===== src/verilog/plc_shift_regs.svh =====
// Purpose: constants for the shift and flow-control engine
// Assumes: included by the design only
// Notes: opcode values are local encodings
`ifndef PLC_SHIFT_REGS_SVH
`define PLC_SHIFT_REGS_SVH
`define OP_WORD_LSL 5'h00
`define OP_WORD_LSR 5'h01
`define OP_PAIR_LSL 5'h02
`define OP_PAIR_LSR 5'h03
`define OP_WORD_ASL 5'h04
`define OP_WORD_ASR 5'h05
`define OP_PAIR_ASL 5'h06
`define OP_PAIR_ASR 5'h07
`define OP_WORD_ROL 5'h08
`define OP_WORD_ROR 5'h09
`define OP_PAIR_ROL 5'h0A
`define OP_PAIR_ROR 5'h0B
`define OP_STACK_PUSH 5'h10
`define OP_STACK_PEEK 5'h11
`define OP_STACK_POP 5'h12
`define OP_JUMP 5'h13
`define OP_END 5'h14
`define OP_NOP 5'h15
`define STACK_DEPTH 8
`define PC_ZERO 16'h0000
`endif


===== src/verilog/plc_shift_pkg.sv =====
// Purpose: types for the shift and flow-control engine
// Assumes: opcode field 5 bits, addresses 8 bits
// Notes: area bit selects parameter area when set
package plc_shift_pkg;
    typedef struct packed {
        logic [4:0] opcode;
        logic area;        // 1 = parameter_register_area
        logic [7:0] addr;  // operand / jump source register
    } instr_t;
    typedef enum logic [2:0] {
        st_fetch,
        st_read_lo,
        st_read_hi,
        st_write_lo,
        st_write_hi,
        st_wait_loop,
        st_halted
    } state_t;
endpackage : plc_shift_pkg


===== src/verilog/plc_shift_and_flow_control.sv =====
// Purpose: one-bit shifts/rotates on words and register pairs, logic stack, jump/end
// Assumes: program memory and register areas answer reads in the same cycle
// Notes: one instruction at a time; fetch, read operand(s), write back
`include "plc_shift_regs.svh"

// engine overview
// one instruction in flight at a time
// no overlap between fetch and write-back
// keeps the register areas free of hazards
// costs a few cycles per shift, fine for a scan loop
//
// fetch cycle
// instruction word taken while state is fetch
// program counter steps by one at that edge, or goes to zero on end
// stack ops and no-ops finish in the fetch cycle
// shifts and jump leave fetch for the read states
//
// register read port
// read strobe, area and address come from flops
// read data is taken in the cycle the strobe stands
// so the register areas must answer combinationally
// a registered memory would need one more read state
//
// word shift timing
// edge 0: fetch, read strobe raised
// edge 1: low word captured, high cleared
// edge 2: write strobe raised for the named register
// edge 3: next fetch
// three cycles per word shift
//
// pair shift timing
// edge 0: fetch, read strobe for the low word
// edge 1: low word captured, read strobe for the high word
// edge 2: high word captured
// edge 3: low half written to the named register
// edge 4: high half written to the next register
// edge 5: next fetch
// five cycles per pair shift
//
// pair addressing
// high word always at named address plus one
// same area for both halves
// address wraps inside the area at the top
// programs should not name the last register of an area
//
// shift unit
// one function covers all twelve shift opcodes
// word results use the low half only
// sign taken from bit 15 or bit 31 by operand size
// logical right fills zero, signed right copies sign
// rotates feed the lost bit into the far end
// signed and logical left shifts are the same operation
//
// logic stack
// bit 0 is the top entry
// push shifts the stack up, pop shifts it down
// depth counter runs from zero to the stack depth
// a push on a full stack is dropped, not wrapped
// the overflow flag stays until reset
// pop on an empty stack does nothing; peek there sets the value from bit 0 but raises no load strobe
// a pop leaves zero in the vacated bottom slot, the highest bit
//
// logic result restore
// load strobe stands one cycle after the fetch edge
// value holds until the next peek or pop
//
// jump
// target read from the working area only
// the operand area bit is ignored for jumps
// timer refresh pulse one cycle after the read
// engine then idles until the next loop start
//
// end
// program counter back to zero at once
// timer refresh pulse one cycle after fetch
// engine idles until the next loop start
//
// loop start
// only looked at while idling
// a pulse during execution is ignored
// so a long program simply misses a pass
//
// running off the end
// a no-op fetched at or past the last address halts
// halt is left only through reset
// a shift past the last address still executes
//
// reset
// synchronous, clears every output and the stack
// engine comes out idle, waiting for a loop start
// first pass always begins at address zero
//
// outputs
// every output is a field of the state register
// status flags are precomputed from the next state
// keeps the status free of decode glitches
//
// opcodes
// encodings are local, see the constants header
// unused codes behave as no-ops

module plc_shift_and_flow_control #(
    parameter int PC_WIDTH = 16,
    parameter int STACK_DEPTH = `STACK_DEPTH
) (
    input wire logic i_clock,
    input wire logic i_rst,
    input wire logic i_loop_start,
    input wire logic [PC_WIDTH-1:0] i_prog_last,
    input wire plc_shift_pkg::instr_t i_instr,
    input wire logic [15:0] i_rd_data,
    input wire logic i_logic_result,
    output logic [PC_WIDTH-1:0] o_pc,
    output logic o_rd_en,
    output logic o_rd_area,
    output logic [7:0] o_rd_addr,
    output logic o_wr_en,
    output logic o_wr_area,
    output logic [7:0] o_wr_addr,
    output logic [15:0] o_wr_data,
    output logic o_logic_load,
    output logic o_logic_value,
    output logic o_timer_refresh,
    output logic o_stack_overflow,
    output logic o_running,
    output logic o_halted
);
    typedef struct packed {
        plc_shift_pkg::state_t state;
        plc_shift_pkg::instr_t ins;
        logic [PC_WIDTH-1:0] pc;
        logic [15:0] lo;
        logic [15:0] hi;
        logic [STACK_DEPTH-1:0] stack;
        logic [3:0] depth;
        logic rd_en;
        logic rd_area;
        logic [7:0] rd_addr;
        logic wr_en;
        logic wr_area;
        logic [7:0] wr_addr;
        logic [15:0] wr_data;
        logic logic_load;
        logic logic_value;
        logic timer_refresh;
        logic overflow;
        logic jump_pending;
        logic running;
        logic halted;
    } core_t;

    core_t core_reg;
    core_t core_next;
    logic [31:0] pair_res;

    // true for opcodes that work on a register pair
    function automatic logic is_pair(input logic [4:0] op);
        is_pair = (op == `OP_PAIR_LSL) || (op == `OP_PAIR_LSR) || (op == `OP_PAIR_ASL)
            || (op == `OP_PAIR_ASR) || (op == `OP_PAIR_ROL) || (op == `OP_PAIR_ROR);
    endfunction : is_pair

    // true for every shift or rotate opcode
    function automatic logic is_shift(input logic [4:0] op);
        is_shift = (op <= `OP_PAIR_ROR);
    endfunction : is_shift

    // one-bit shift unit; word results use the low half only
    function automatic logic [31:0] shift_one(input logic [4:0] op, input logic [31:0] v,
                                              input logic pair);
        logic sign;
        sign = pair ? v[31] : v[15];
        unique case (op)
            `OP_WORD_LSL: shift_one = {16'h0000, v[14:0], 1'b0};
            `OP_WORD_LSR: shift_one = {17'h00000, v[15:1]};
            `OP_WORD_ASL: shift_one = {16'h0000, v[14:0], 1'b0};
            `OP_WORD_ASR: shift_one = {16'h0000, sign, v[15:1]};
            `OP_WORD_ROL: shift_one = {16'h0000, v[14:0], v[15]};
            `OP_WORD_ROR: shift_one = {16'h0000, v[0], v[15:1]};
            `OP_PAIR_LSL: shift_one = {v[30:0], 1'b0};
            `OP_PAIR_LSR: shift_one = {1'b0, v[31:1]};
            `OP_PAIR_ASL: shift_one = {v[30:0], 1'b0};
            `OP_PAIR_ASR: shift_one = {sign, v[31:1]};
            `OP_PAIR_ROL: shift_one = {v[30:0], v[31]};
            `OP_PAIR_ROR: shift_one = {v[0], v[31:1]};
            default: shift_one = v;
        endcase
    endfunction : shift_one

    assign pair_res = shift_one(core_reg.ins.opcode, {core_reg.hi, core_reg.lo},
                                is_pair(core_reg.ins.opcode));

    // next-state logic for the whole engine
    always_comb begin
        core_next = core_reg;
        core_next.rd_en = 1'b0;
        core_next.wr_en = 1'b0;
        core_next.logic_load = 1'b0;
        core_next.timer_refresh = 1'b0;
        unique case (core_reg.state)
            plc_shift_pkg::st_fetch: begin
                core_next.ins = i_instr;
                core_next.rd_area = i_instr.area;
                core_next.rd_addr = i_instr.addr;
                core_next.pc = core_reg.pc + {{(PC_WIDTH-1){1'b0}}, 1'b1};
                core_next.state = plc_shift_pkg::st_fetch;
                if (is_shift(i_instr.opcode) || i_instr.opcode == `OP_JUMP) begin
                    core_next.rd_en = 1'b1;
                    core_next.rd_area = (i_instr.opcode == `OP_JUMP) ? 1'b0 : i_instr.area;
                    core_next.state = plc_shift_pkg::st_read_lo;
                end else if (i_instr.opcode == `OP_STACK_PUSH) begin
                    // full stack refuses the push and flags it
                    if (core_reg.depth < 4'(STACK_DEPTH)) begin
                        core_next.stack = {core_reg.stack[STACK_DEPTH-2:0], i_logic_result};
                        core_next.depth = core_reg.depth + 4'h1;
                    end else begin
                        core_next.overflow = 1'b1;
                    end
                end else if (i_instr.opcode == `OP_STACK_PEEK) begin
                    core_next.logic_load = (core_reg.depth != 4'h0);
                    core_next.logic_value = core_reg.stack[0];
                end else if (i_instr.opcode == `OP_STACK_POP) begin
                    if (core_reg.depth != 4'h0) begin
                        core_next.logic_load = 1'b1;
                        core_next.logic_value = core_reg.stack[0];
                        core_next.stack = {1'b0, core_reg.stack[STACK_DEPTH-1:1]};
                        core_next.depth = core_reg.depth - 4'h1;
                    end
                end else if (i_instr.opcode == `OP_END) begin
                    core_next.timer_refresh = 1'b1;
                    core_next.pc = `PC_ZERO;
                    core_next.state = plc_shift_pkg::st_wait_loop;
                end else if (core_reg.pc >= i_prog_last) begin
                    // ran past the end without jump or end
                    core_next.state = plc_shift_pkg::st_halted;
                end
            end
            plc_shift_pkg::st_read_lo: begin
                // read data arrives this cycle for the request issued at fetch
                core_next.lo = i_rd_data;
                core_next.hi = 16'h0000;
                if (core_reg.ins.opcode == `OP_JUMP) begin
                    core_next.pc = i_rd_data[PC_WIDTH-1:0];
                    core_next.timer_refresh = 1'b1;
                    core_next.state = plc_shift_pkg::st_wait_loop;
                end else if (is_pair(core_reg.ins.opcode)) begin
                    core_next.rd_en = 1'b1;
                    core_next.rd_addr = core_reg.ins.addr + 8'h01;
                    core_next.state = plc_shift_pkg::st_read_hi;
                end else begin
                    core_next.state = plc_shift_pkg::st_write_lo;
                end
            end
            plc_shift_pkg::st_read_hi: begin
                core_next.hi = i_rd_data;
                core_next.state = plc_shift_pkg::st_write_lo;
            end
            plc_shift_pkg::st_write_lo: begin
                // low half always returns to the named register
                core_next.wr_en = 1'b1;
                core_next.wr_area = core_reg.ins.area;
                core_next.wr_addr = core_reg.ins.addr;
                core_next.wr_data = pair_res[15:0];
                core_next.hi = pair_res[31:16];
                core_next.state = is_pair(core_reg.ins.opcode) ? plc_shift_pkg::st_write_hi
                                                               : plc_shift_pkg::st_fetch;
            end
            plc_shift_pkg::st_write_hi: begin
                core_next.wr_en = 1'b1;
                core_next.wr_addr = core_reg.ins.addr + 8'h01;
                core_next.wr_data = core_reg.hi;
                core_next.state = plc_shift_pkg::st_fetch;
            end
            plc_shift_pkg::st_wait_loop: begin
                // rest of the pass is skipped, not executed
                if (i_loop_start) begin
                    core_next.state = plc_shift_pkg::st_fetch;
                end
            end
            plc_shift_pkg::st_halted: begin
                core_next.state = plc_shift_pkg::st_halted;
            end
        endcase
        // status flags registered so the outputs come from flops
        core_next.running = (core_next.state != plc_shift_pkg::st_wait_loop)
            && (core_next.state != plc_shift_pkg::st_halted);
        core_next.halted = (core_next.state == plc_shift_pkg::st_halted);
    end

    // single state register; reset clears all but the state, which loads st_wait_loop
    always_ff @(posedge i_clock) begin
        if (i_rst) begin
            core_reg <= '0;
            core_reg.state <= plc_shift_pkg::st_wait_loop;
        end else begin
            core_reg <= core_next;
        end
    end

    assign o_pc = core_reg.pc;
    assign o_rd_en = core_reg.rd_en;
    assign o_rd_area = core_reg.rd_area;
    assign o_rd_addr = core_reg.rd_addr;
    assign o_wr_en = core_reg.wr_en;
    assign o_wr_area = core_reg.wr_area;
    assign o_wr_addr = core_reg.wr_addr;
    assign o_wr_data = core_reg.wr_data;
    assign o_logic_load = core_reg.logic_load;
    assign o_logic_value = core_reg.logic_value;
    assign o_timer_refresh = core_reg.timer_refresh;
    assign o_stack_overflow = core_reg.overflow;
    assign o_running = core_reg.running;
    assign o_halted = core_reg.halted;
endmodule : plc_shift_and_flow_control


===== config.mk =====
export PLATFORM = sky130hd
export DESIGN_NAME = plc_shift_and_flow_control
export DESIGN_NICKNAME = d
export VERILOG_FILES = /design/src/verilog/plc_shift_pkg.sv /design/src/verilog/plc_shift_and_flow_control.sv
export VERILOG_INCLUDE_DIRS = /design/src /design/src/verilog
export SDC_FILE = /design/constraint.sdc
export NUM_CORES = 1
export LEC_CHECK = 0
export BUFFER_PORTS_ARGS = -buffer_cell sky130_fd_sc_hd__buf_2
export CAP_MARGIN = 30
export CELL_PAD_IN_SITES_DETAIL_PLACEMENT = 1
export CELL_PAD_IN_SITES_GLOBAL_PLACEMENT = 2
export CORE_MARGIN = 4
export CORE_UTILIZATION = 30
export DETAILED_ROUTE_END_ITERATION = 8
export PLACE_DENSITY_LB_ADDON = 0.1
export SKIP_CTS_REPAIR_TIMING = 1
export SLEW_MARGIN = 20
export SYNTH_ARGS = -nofsm -noshare
export SYNTH_HDL_FRONTEND = slang
export SYNTH_SLANG_ARGS = --single-unit

===== constraint.sdc =====
create_clock -name i_clock -period 2.1 [get_ports i_clock]
set_clock_uncertainty 0.2 [all_clocks]
set_input_delay 0.105 -clock i_clock [delete_from_list [all_inputs] [get_ports i_clock]]
set_output_delay 0.105 -clock i_clock [all_outputs]
set_load 0.02 [all_outputs]

Yosys cells after proc, flatten, opt, wreduce, memory -nomap -nowiden:

Cells that the tools add are included.

* $add $sub $neg: 4
* $lt $le $gt $ge: 3
* equal/unequal tests: 32
* multiplexer cells: 48
* bitwise logic cells: 4
* reductions and logical operators: 27

Operators with widths (count)
* $pmux 32 s10: 1
* $mux 16: 6
* $mux 12: 5
* $pmux 16 s3: 1
* $pmux 24 s2: 1
* $pmux 16 s2: 1
* $eq 5x5->1 const B: 6
* $mux 3: 9
* $pmux 3 s7: 1
* $eq 5x3->1 const B: 4
* $eq 5x4->1 const B: 4
* $add 16x1->16 const B: 1
* $ge 16x16->1: 1
* $mux 8: 2
* $pmux 8 s2: 1
* $mux 1: 13
* $eq 3x3->1 const B: 4
* $reduce_bool 2->1: 6
* $ne 11x7->1 const B: 1
* $eq 5x2->1 const B: 2
* $mux 2: 5
* $add 8x1->8 const B: 1
* $ne 2x2->1 const B: 4
* $eq 3x2->1 const B: 2
* 23 further kinds: 36

* register bits after elaboration: 119

Longest topological paths before layout:

Gate-level depths: netlist of the first run.

* depth in word-level cells: 11
* mapped depth: 9
* gate-level depth less buffers: 8

Least setup slack after synthesis of the first run:

Ideal clock, no wire load.

* path type: input port to flip-flop
* start point: input i_instr[11] (netlist name)
* end point: register core_reg[48] (netlist name)
* arrival time: 1.915 ns
* required time: 1.812 ns
* setup slack: -0.103 ns
* stages on the path: 9
* path buffers: 2
* cells stage by stage: clkbuf_1 -> nor2_1 -> nand3_1 -> inv_2 -> ha_1 -> a2111oi_4 -> buf_6 -> nor2_1 -> a311oi_2

* longest elaborated chain between the ends: 4

RTL lines
* from (decl): line plc_shift_and_flow_control.sv:110 `input wire plc_shift_pkg::instr_t i_instr,`
* $le 5x4->1 (no source line) or $eq 5x5->1 (tied branches)
* $logic_or 1x1->1 (no source line)
* $not 1->1 (no source line)
* $reduce_and 6->1 (no source line)
* to (signal assigned): line plc_shift_and_flow_control.sv:295 `core_reg <= core_next;`
* to (decl): line plc_shift_and_flow_control.sv:152 `core_t core_reg;`

Parallel ways exist; a longest one is shown, timed or not.
A chain may end at the register's enable or synchronous reset.

Worst setup path in the final report of the first run:

* start point: register core_reg (netlist bit o_pc[4])
* end point: register core_reg (netlist bit o_running)

* longest elaborated chain between the ends: 10

RTL lines
* $ge 16x16->1 *: line plc_shift_and_flow_control.sv:232 `end else if (core_reg.pc >= i_prog_last) begin`
* $mux 3 *: line plc_shift_and_flow_control.sv:232
* $mux 3 *: line plc_shift_and_flow_control.sv:228 `` end else if (i_instr.opcode == `OP_END) begin ``
* $mux 3 *: line plc_shift_and_flow_control.sv:221 `` end else if (i_instr.opcode == `OP_STACK_POP) begin ``
* $mux 3 *: line plc_shift_and_flow_control.sv:218 `` end else if (i_instr.opcode == `OP_STACK_PEEK) begin ``
* $mux 3 *: line plc_shift_and_flow_control.sv:210 `` end else if (i_instr.opcode == `OP_STACK_PUSH) begin ``
* $mux 3 *: line plc_shift_and_flow_control.sv:206 `` if (is_shift(i_instr.opcode) || i_instr.opcode == `OP_JUMP) begin ``
* $pmux 3 s7 *: line plc_shift_and_flow_control.sv:199 `unique case (core_reg.state)`
* $ne 3x3->1, on equally long branches: line plc_shift_and_flow_control.sv:284, plc_shift_and_flow_control.sv:285
* $logic_and 1x1->1 *: line plc_shift_and_flow_control.sv:285 `&& (core_next.state != plc_shift_pkg::st_halted);`

Every way passes the cells marked *; elsewhere a longest branch is shown, timed or not.

==> metrics, run 1 <==
xor and xnor area share after synthesis 1.45%; clock root buffer clkbuf_16; post-route worst hold slack -0.116 ns; Mapped Area 6660 sq um; H-tree levels 4; max-slew violations 0; total number of vias around 6,300; Slew HR 75.1%; starting utilization of the core area 30.5%; Hold EP core_reg[118]; Worst Hold Launch i_rst; clock sinks about 120; DR vias/cell 5.12; CTS tree yes; FP Rows 54; Post-Synth Simple-Gate Area 18.5%; Syn Area/Cell 8.11 sq um; Detailed Place HPWL 15,600 microns; fin crit share 97.6%; reg2reg setup slack 0.05 ns; Worst R2R Start o_pc[4]; final net count 1,007; worst vdd ir 0.526 mV; area of the multi-input gates approximately 3700 sq um; Lkg Pwr 3.42 nW; clock transition at the registers of the reported paths around 0.060 ns; post-synthesis async set-or-reset flop share 0%; number of flip-flops in the largest register 61; ANT cells 0; outcome finished, violations left; commonest cells after routing, fill and taps aside nand2_1, dfxtp_1, buf_2; Syn-to-layout area delta 29.0%; WP data arrival 2.18 ns; Synth Register Bits 119; Hold Crit Depth 2; chip height 157 microns; worst r2r dst o_running; Routed Wire Length 21,800 microns; RSZ-0062 raised after global routing true; Inst Count DP 1,163; fin util 39.4%; Post-synth EDFFs 0; Register-to-Register Path Depth 7; CORE AREA between 20,000 and 25,000 sq um; antenna violations before repair 0; full die area ~25,000 sq um; layout cell share with drive strength beyond 1 27.8%; # IOs between 100 and 150; CP Class flip-flop to flip-flop; CTS Buffer Depth 2; Min-Delay Path Class input port to flip-flop; first-pass iteration count of the detailed router 6; Finish-stage setup viols 0; mux share of post-synthesis cell area 5.86%; DRC Markers 0; Post-Layout Cell Count between 1,000 and 1,500; PD cells 787 nW/um^2; routability cong. approximately 0.84; Total GRT Usage about 18%; Seq/Total Area, Yosys 35.8%; number of buffers created by CTS 17; Storage cell area 2400 sq um; syn nets 893; total gr overflow 0; Adder-Cell Fraction of Synth Area 4.25%; Routed WL per cell 17.7 microns; critical path fanouts, max 2; largest net degree at the start of global routing around 70; Fin Setup TNS 0 ns; post-synthesis compound-gate area fraction 23.8%; Peak Freq 488 MHz; yosys warns 0; Hold Fails Final Rpt 17; # port buffers 107; initial DRC count 279; vias in the first global route roughly 6,600; distinct cell type count of the synthesized netlist 65; main combinational cell family by area after synthesis compound AO/OA/AOI/OAI gates; failing checks hold timing; first-pass GRT wire length 35,200 microns; leading cell type in the layout, fill and taps excluded nand2_1; max-cap viol count 0; crit path time final 2.05 ns; Startpoint Class flip-flop; Filler cells 2,603; Worst Max-Slew Pin Slew 0.372 ns; Critical Path End Type flip-flop; Synth Instances 821; required time worst endpoint around 2.2 ns; Chip Width about 160 microns; ANT nets after route 0; clk_lat worst skew ~0.41 ns; Synth Flop Type dfxtp_1
-- logic make-up after synthesis --
logic type / Yosys count
compound gates: 233
xor+xnor: 11
mux: 37
flops: 119
fa+ha+maj: 22
simple gates: 276
buf+inv: 123
-- power by group --
part           switching (mW)  internal (mW)
clock                    1.06           2.02
combinational           0.715          0.487
sequential              0.115           2.37
-- final cells by class --
cell class              count  share of cell area, %
flip-flops and latches    119                   27.9
inverters                  22                  0.961
multi-input cells         579                   43.4
repair buffers            196                   16.5
clock buffers              24                   5.84
clock inverters             8                   1.37
well taps                 280                   4.08
-- critical path: stages, from the launching register on --
cell	delay, ns
dfxtp_2	0.34
ha_4	0.24
o211a_1	0.21
o211ai_1	0.16
o211ai_1	0.20
a21bo_2	0.26
a211o_1	0.27
o211ai_1	0.08
-- metrics by stage --
step                power, mW  instance area, sq um  setup slack, ns
finish                   6.76                  8590           0.0495
global route             7.08                  8590          -0.0173
CTS                      6.78                  8110          -0.0804
detailed placement       3.67                  7490          -0.0533
global placement         3.63                  7490          -0.0169
floorplan                3.22                  6660           0.0428
-- worst max-delay path by stage --
stage	startpoint	to	slack (ns)	cells after the start
CTS	o_pc[0]	o_running	-0.08	8
global placement	o_pc[0]	o_running	-0.02	8
floorplan	i_instr[11]	core_reg[48]	0.04	9
global route	o_pc[11]	o_halted	-0.02	7
finish	o_pc[4]	o_running	0.05	7
detailed placement	o_pc[0]	o_running	-0.05	8
-- Yosys cell counts, types with 8 or more instances --
master | number | area (sq um)
and3_1 | 8 | 50.1
xnor2_1 | 10 | 87.6
a21oi_1 | 84 | 420
mux2i_1 | 21 | 210
a31oi_1 | 10 | 62.6
buf_4 | 52 | 390
mux2_2 | 16 | 180
inv_1 | 21 | 78.8
buf_2 | 11 | 55.1
a211oi_1 | 21 | 158
nand2_1 | 130 | 488
dfxtp_1 | 119 | 2380
nand3_1 | 13 | 65.1
a221oi_1 | 15 | 131
a22oi_1 | 29 | 218
o21ai_0 | 25 | 125
nor2_1 | 85 | 319
ha_1 | 21 | 263
clkbuf_1 | 34 | 128
-- layer usage --
metal / GRT usage (%) / vias up / wire length (microns)
met4: 4.46 / 0 / 235
met5: 0 / - / 0
met1: 25.0 / 3050 / 10800
li1: - / 3103 / -
met3: 2.97 / 20 / 814
met2: 28.6 / 114 / 9950
Power figures use the tool's default switching activity.
==> run 2: changes to the inputs <==
Settings changed: CORE_UTILIZATION 30 to 36, SETUP_SLACK_MARGIN set to 0.15.
Clock period 2.1 ns to 2.6 ns, I/O delays scaled along.
==> run 2 against run 1 <==
  * The run still ends with hold timing left
  * Sequential power decreased by 19%
  * Combinational power down 28%
  * Setup slack improved by 0.26 ns
  * Critical path depth up 3
  * Sequential share of layout area grew 2.0 points
  * Via count down 2.8%
  * Global-route usage rose by 2.6 points
  * Non-clock buffer count down 28
  * Critical path type is now input port to flip-flop
==> metrics, run 2 (same netlist as run 1, synthesis figures left out) <==
antenna violations before repair 0 (unchanged); ANT nets after route 0 (unchanged); failing checks hold timing; full die area 20,700 sq um (-16%); Worst R2R Start o_pc[0]; Worst Hold Launch i_instr[10]; worst r2r dst o_running; H-tree levels 4 (unchanged); FP Rows 49 (-9.3%); Hold EP o_rd_area; Filler cells 2,179 (-16%); fin crit share 88.2%; # IOs 108 (unchanged); first-pass iteration count of the detailed router 6 (unchanged); final net count 979 (-2.8%); total number of vias 6,109 (-2.8%); clock root buffer clkbuf_16; Syn-to-layout area delta 19.8%; largest net degree at the start of global routing 61 (-14%); first-pass GRT wire length 33,800 microns (-4.0%); post-route worst hold slack -0.0171 ns (+0.0993 ns); crit path time final 2.29 ns; leading cell type in the layout, fill and taps excluded nand2_1; routability cong. 0.799 (-4.3%); CP Class input port to flip-flop; CTS Buffer Depth 2 (unchanged); Lkg Pwr 3.19 nW (-6.8%); reg2reg setup slack 0.37 ns (+0.32 ns); Chip Width 144 microns (-8.3%); PD cells 639 nW/um^2 (-19%); Startpoint Class input port; chip height 144 microns (-8.3%); ANT cells 0 (unchanged); number of flip-flops in the largest register 61 (unchanged); Slew HR 48.2% (-27 points); clk_lat worst skew 0.41 ns (about the same); Min-Delay Path Class input port to flip-flop; net switching power figure 1.53 mW (-19%); Detailed Place HPWL 14,700 microns (-5.7%); DR vias/cell 5.32 (+3.8%); Hold Crit Depth 4 (+2); RSZ-0062 raised after global routing false; Critical path origin i_instr[11]; Total GRT Usage 20.4% (+2.6 points); number of buffers created by CTS 17 (unchanged); worst vdd ir 0.447 mV (-15%); commonest cells after routing, fill and taps aside nand2_1, dfxtp_1, buf_2; DRC Markers 0 (unchanged); total gr overflow 0 (unchanged); Fin Setup TNS 0 ns (unchanged); starting utilization of the core area 36.8% (+6.3 points); Inst Count DP 1,085 (-6.7%); outcome finished, violations left; Int Power 3.56 mW (-27%); max-slew violations 0 (unchanged); Comb power frac 17.0% (-0.8 points); Register-to-Register Path Depth 8 (+1); Critical Path End Type flip-flop; critical path fanouts, max 22 (+20); proportion of power drawn by the clock network 43.7% (-1.8 points); Post-Layout Cell Count 1,149 (-6.4%); Routed Wire Length 20,800 microns (-4.3%); WP data arrival 2.42 ns (+0.24 ns); CTS tree yes; total power draw 5.10 mW (-25%); Routed WL per cell 18.1 microns (+2.3%); vias in the first global route 6,380 (-2.7%); initial DRC count 299 (+7.2%); clock transition at the registers of the reported paths 0.06 ns (about the same); Worst Max-Slew Pin Slew 0.775 ns (+0.403 ns); Hold Fails Final Rpt 1 (-16); # port buffers 107 (unchanged); clock sinks 119 (unchanged); Flop pwr share 39.3% (+2.6 points); Peak Freq 436 MHz; max-cap viol count 0 (unchanged); required time worst endpoint 2.73 ns (+0.50 ns); Switching Fraction 30.1% (+2.2 points); Finish-stage setup viols 0 (unchanged); CORE AREA 18,100 sq um (-17%); layout cell share with drive strength beyond 1 22.4% (-5.5 points)
-- run 2: layer usage --
| layer | share of wire [%] | vias up | track usage [%] | wire length [microns] |
|---|---|---|---|---|
| li1 | - | 3038 | - | - |
| met1 | 48 | 2945 | 28.0 | 9980 |
| met2 | 47 | 109 | 33.9 | 9820 |
| met3 | 3.8 | 17 | 2.98 | 796 |
| met4 | 1.2 | 0 | 5.10 | 243 |
| met5 | 0 | - | 0 | 0 |
-- run 2: power by group through the flow --
| stage | clock network [mW] | logic [mW] | registers [mW] |
|---|---|---|---|
| 2_1_floorplan | 0 | 0.590 | 2.01 |
| 3_3_place_gp | 0 | 0.805 | 2.04 |
| 3_5_place_dp | 0 | 0.826 | 2.04 |
| 4_1_cts | 2.27 | 0.831 | 2.00 |
| 5_1_grt | 2.36 | 0.961 | 2.02 |
| 6_report | 2.23 | 0.865 | 2.00 |
-- run 2: critical path, cell delays in order --
cell and delay [ns]:
dlygate4sd3_1 0.54, buf_2 0.19, nor2_1 0.10, nand3_1 0.13
inv_2 0.11, ha_1 0.23, a2111oi_4 0.33, buf_4 0.33
nor2_1 0.08, a311oi_2 0.24
-- run 2: stage by stage --
| step | cell area, sq um | setup WS [ns] | hold WS [ns] | util, % |
|---|---|---|---|---|
| 2_1_floorplan | 6660 | 0.372 | 0.0660 | - |
| 3_3_place_gp | 7100 | 0.375 | 0.184 | 39.3 |
| 3_5_place_dp | 7100 | 0.301 | 0.193 | 39.3 |
| 4_1_cts | 7650 | 0.294 | -0.244 | 42.3 |
| 5_1_grt | 7980 | 0.192 | 0.00761 | 44.1 |
| 6_report | 7980 | 0.307 | -0.0171 | 44.1 |
-- run 2: cell type report --
type,instances,area [sq um],share of cell area [%]
Clock inverter,12,105,1.32
Multi-Input combinational cell,579,3580,44.9
Tap cell,229,287,3.59
Inverter,22,82.6,1.04
Clock buffer,20,447,5.60
Timing Repair Buffer,168,1090,13.6
Sequential cell,119,2380,29.9
-- run 2: worst max path at each step --
stage / to / slack, ns / cells past startpoint
after CTS: o_running / 0.29 / 7
after global placement: o_running / 0.37 / 7
final: core_reg[48] / 0.31 / 10
after floorplan: core_reg[48] / 0.37 / 9
after detailed placement: o_running / 0.30 / 7
after global routing: core_reg[52] / 0.19 / 10
==> run 3: changes to the inputs <==
Settings changed: PLACE_DENSITY set to 0.91, PLACE_DENSITY_LB_ADDON 0.1 to not set.
==> run 3 against run 2 <==
  * The run still ends with hold timing left
  * Sequential share of layout area fell by 0.32 points
  * Clock power increased by 7%
  * Routed wire length shrank 1.9%
  * Critical path type unchanged
  * Clock-buffer cell count up 5
  * First-iteration DRC count rose by 23%
  * Highest routed layer unchanged
  * Sequential cell count did not move
  * Total power grew 3.1%
==> metrics, run 3 (same netlist as run 1, synthesis figures left out) <==
outcome finished, violations left; failing checks hold timing; PD cells 652 nW/um^2 (+2.1%); crit path time final 2.29 ns (-0.000170 ns); Worst Hold Launch i_instr[9]; CORE AREA 18,100 sq um (unchanged); clock root buffer clkbuf_16; Chip Width 144 microns (unchanged); Finish-stage setup viols 0 (unchanged); first-pass iteration count of the detailed router 4 (-2); chip height 144 microns (unchanged); Fin Setup TNS 0 ns (unchanged); critical path fanouts, max 22 (unchanged); commonest cells after routing, fill and taps aside nand2_1, dfxtp_1, buf_2; Worst R2R Start core_reg[118]; Critical path origin i_instr[11]; number of flip-flops in the largest register 61 (unchanged); crit-path most repeated cell nor2_1; net switching power figure 1.46 mW (-4.6%); FP Rows 49 (unchanged); Lkg Pwr 3.23 nW (+1.4%); DR vias/cell 5.37 (+1.1%); met1 Usage GRT 27.0% (-1.0 points); clock sinks 119 (unchanged); post-route worst hold slack -0.00568 ns (+0.0114 ns); Slew HR 51.3% (+3.0 points); full die area 20,700 sq um (unchanged); clk_lat worst skew 0.42 ns (about the same); cells along the critical path dlygate4sd3_1 -> buf_2 -> nor2_1 -> nand3_1 -> inv_2 -> ha_1 -> a2111oi_4 -> buf_4 -> nor2_1 -> a311oi_1; fin crit share 88.2% (about the same); clock transition at the registers of the reported paths 0.06 ns (about the same); max-cap viol count 0 (unchanged); CTS tree yes; Comb power frac 16.2% (-0.8 points); Critical Path End Type flip-flop; Min-Delay Path Class input port to flip-flop; total gr overflow 0 (unchanged); CP Class input port to flip-flop; required time worst endpoint 2.73 ns (about the same); proportion of power drawn by the clock network 45.6% (+1.9 points); routability cong. 0.808 (+1.1%); WP data arrival 2.42 ns (about the same); antenna violations before repair 0 (unchanged); Detailed Place HPWL 14,300 microns (-2.6%); Worst Max-Slew Pin Slew 0.730 ns (-0.0452 ns); Startpoint Class input port; RSZ-0062 raised after global routing false; initial DRC count 368 (+23%); worst vdd ir 0.492 mV (+10%); total power draw 5.25 mW (+3.1%); CP peak stage delay 0.55 ns (about the same); final net count 983 (+0.41%); grt peak-use layer met2; GRT met3 Usage 4.60% (+1.6 points); Routed Wire Length 20,400 microns (-1.9%); Switching Fraction 27.9% (-2.2 points); # port buffers 107 (unchanged); number of buffers created by CTS 17 (unchanged); cell with the largest stage delay on the worst path dlygate4sd3_1; vias in the first global route 6,095 (-4.5%); post-route cell area 8060 sq um (+1.0%); Placed Area 7130 sq um (+0.42%); DRC Markers 0 (unchanged); Hold Fails Final Rpt 1 (unchanged); Total GRT Usage 19.5% (-0.91 points); ANT cells 0 (unchanged); Syn-to-layout area delta 21.0%; leading cell type in the layout, fill and taps excluded nand2_1; largest net degree at the start of global routing 49 (-20%); Int Power 3.79 mW (+6.4%); ANT nets after route 0 (unchanged); met2 track demand over resource 31.0% (-2.9 points); starting utilization of the core area 36.8% (unchanged); Routed WL per cell 17.7 microns (-2.3%); layout cell share with drive strength beyond 1 22.5% (+0.12 points); H-tree levels 4 (unchanged); first-pass GRT wire length 32,200 microns (-4.8%); Flop pwr share 38.2% (-1.1 points); total number of vias 6,197 (+1.4%); # IOs 108 (unchanged); max-slew violations 0 (unchanged); Peak Freq 436 MHz (about the same); CTS Buffer Depth 2 (unchanged)
run 3: cell types whose count changed in the layout (fill, tap and decap cells not counted), sizes merged:
| cell | before | now |
|---|---|---|
| buf | 136 | 140 |
| clkbuf | 20 | 25 |
| bufinv | 1 | 2 |
| clkinv | 9 | 3 |
run 3: cell type report:
class	count	area, sq um
Fill cell	2165	10000
Multi-Input combinational cell	579	3580
Sequential cell	119	2380
Timing Repair Buffer	172	1120
Clock buffer	25	515
Tap cell	229	287
Clock inverter	7	90.1
Inverter	22	82.6
run 3: worst max-delay path, delay by kind of cell:
kind,cells,cell delay [ns]
buffers and inverters,4,1.18
AO/OA/AOI/OAI,2,0.56
AND/OR/NAND/NOR,3,0.30
adder cells (fa/ha/maj),1,0.23
run 3: worst paths after layout:
kind | endpoint | slack (ns) | depth (start not counted)
max | core_reg[47] | 0.31 | 10
min | o_rd_area | -0.006 | 4
max reg2reg | core_reg[60] | 0.34 | 5
min reg2reg | o_wr_addr[1] | 0.25 | 2
run 3: power groups by stage:
stage | sequential (mW) | combinational [mW] | clock, mW
6_report | 2.01 | 0.851 | 2.39
5_1_grt | 2.02 | 0.947 | 2.53
4_1_cts | 2.01 | 0.814 | 2.44
3_5_place_dp | 2.04 | 0.808 | 0
3_3_place_gp | 2.04 | 0.785 | 0
2_1_floorplan | 2.01 | 0.590 | 0
run 3: per-stage QoR:
step | util (%) | cells | hold WS (ns) | worst slack (ns)
after floorplan | - | 821 | 0.0660 | 0.372
after global placement | 39.4 | 1088 | 0.192 | 0.292
after detailed placement | 39.4 | 1089 | 0.198 | 0.360
after CTS | 42.8 | 1121 | -0.252 | 0.366
after global routing | 44.6 | 1153 | 0.0252 | 0.172
final | 44.6 | 1153 | -0.00568 | 0.308
run 3: layer usage:
layer / wire length [microns] / up-vias
met3: 815 / 21
li1: - / 3055
met5: 0 / -
met1: 9800 / 2997
met4: 261 / 0
met2: 9560 / 124
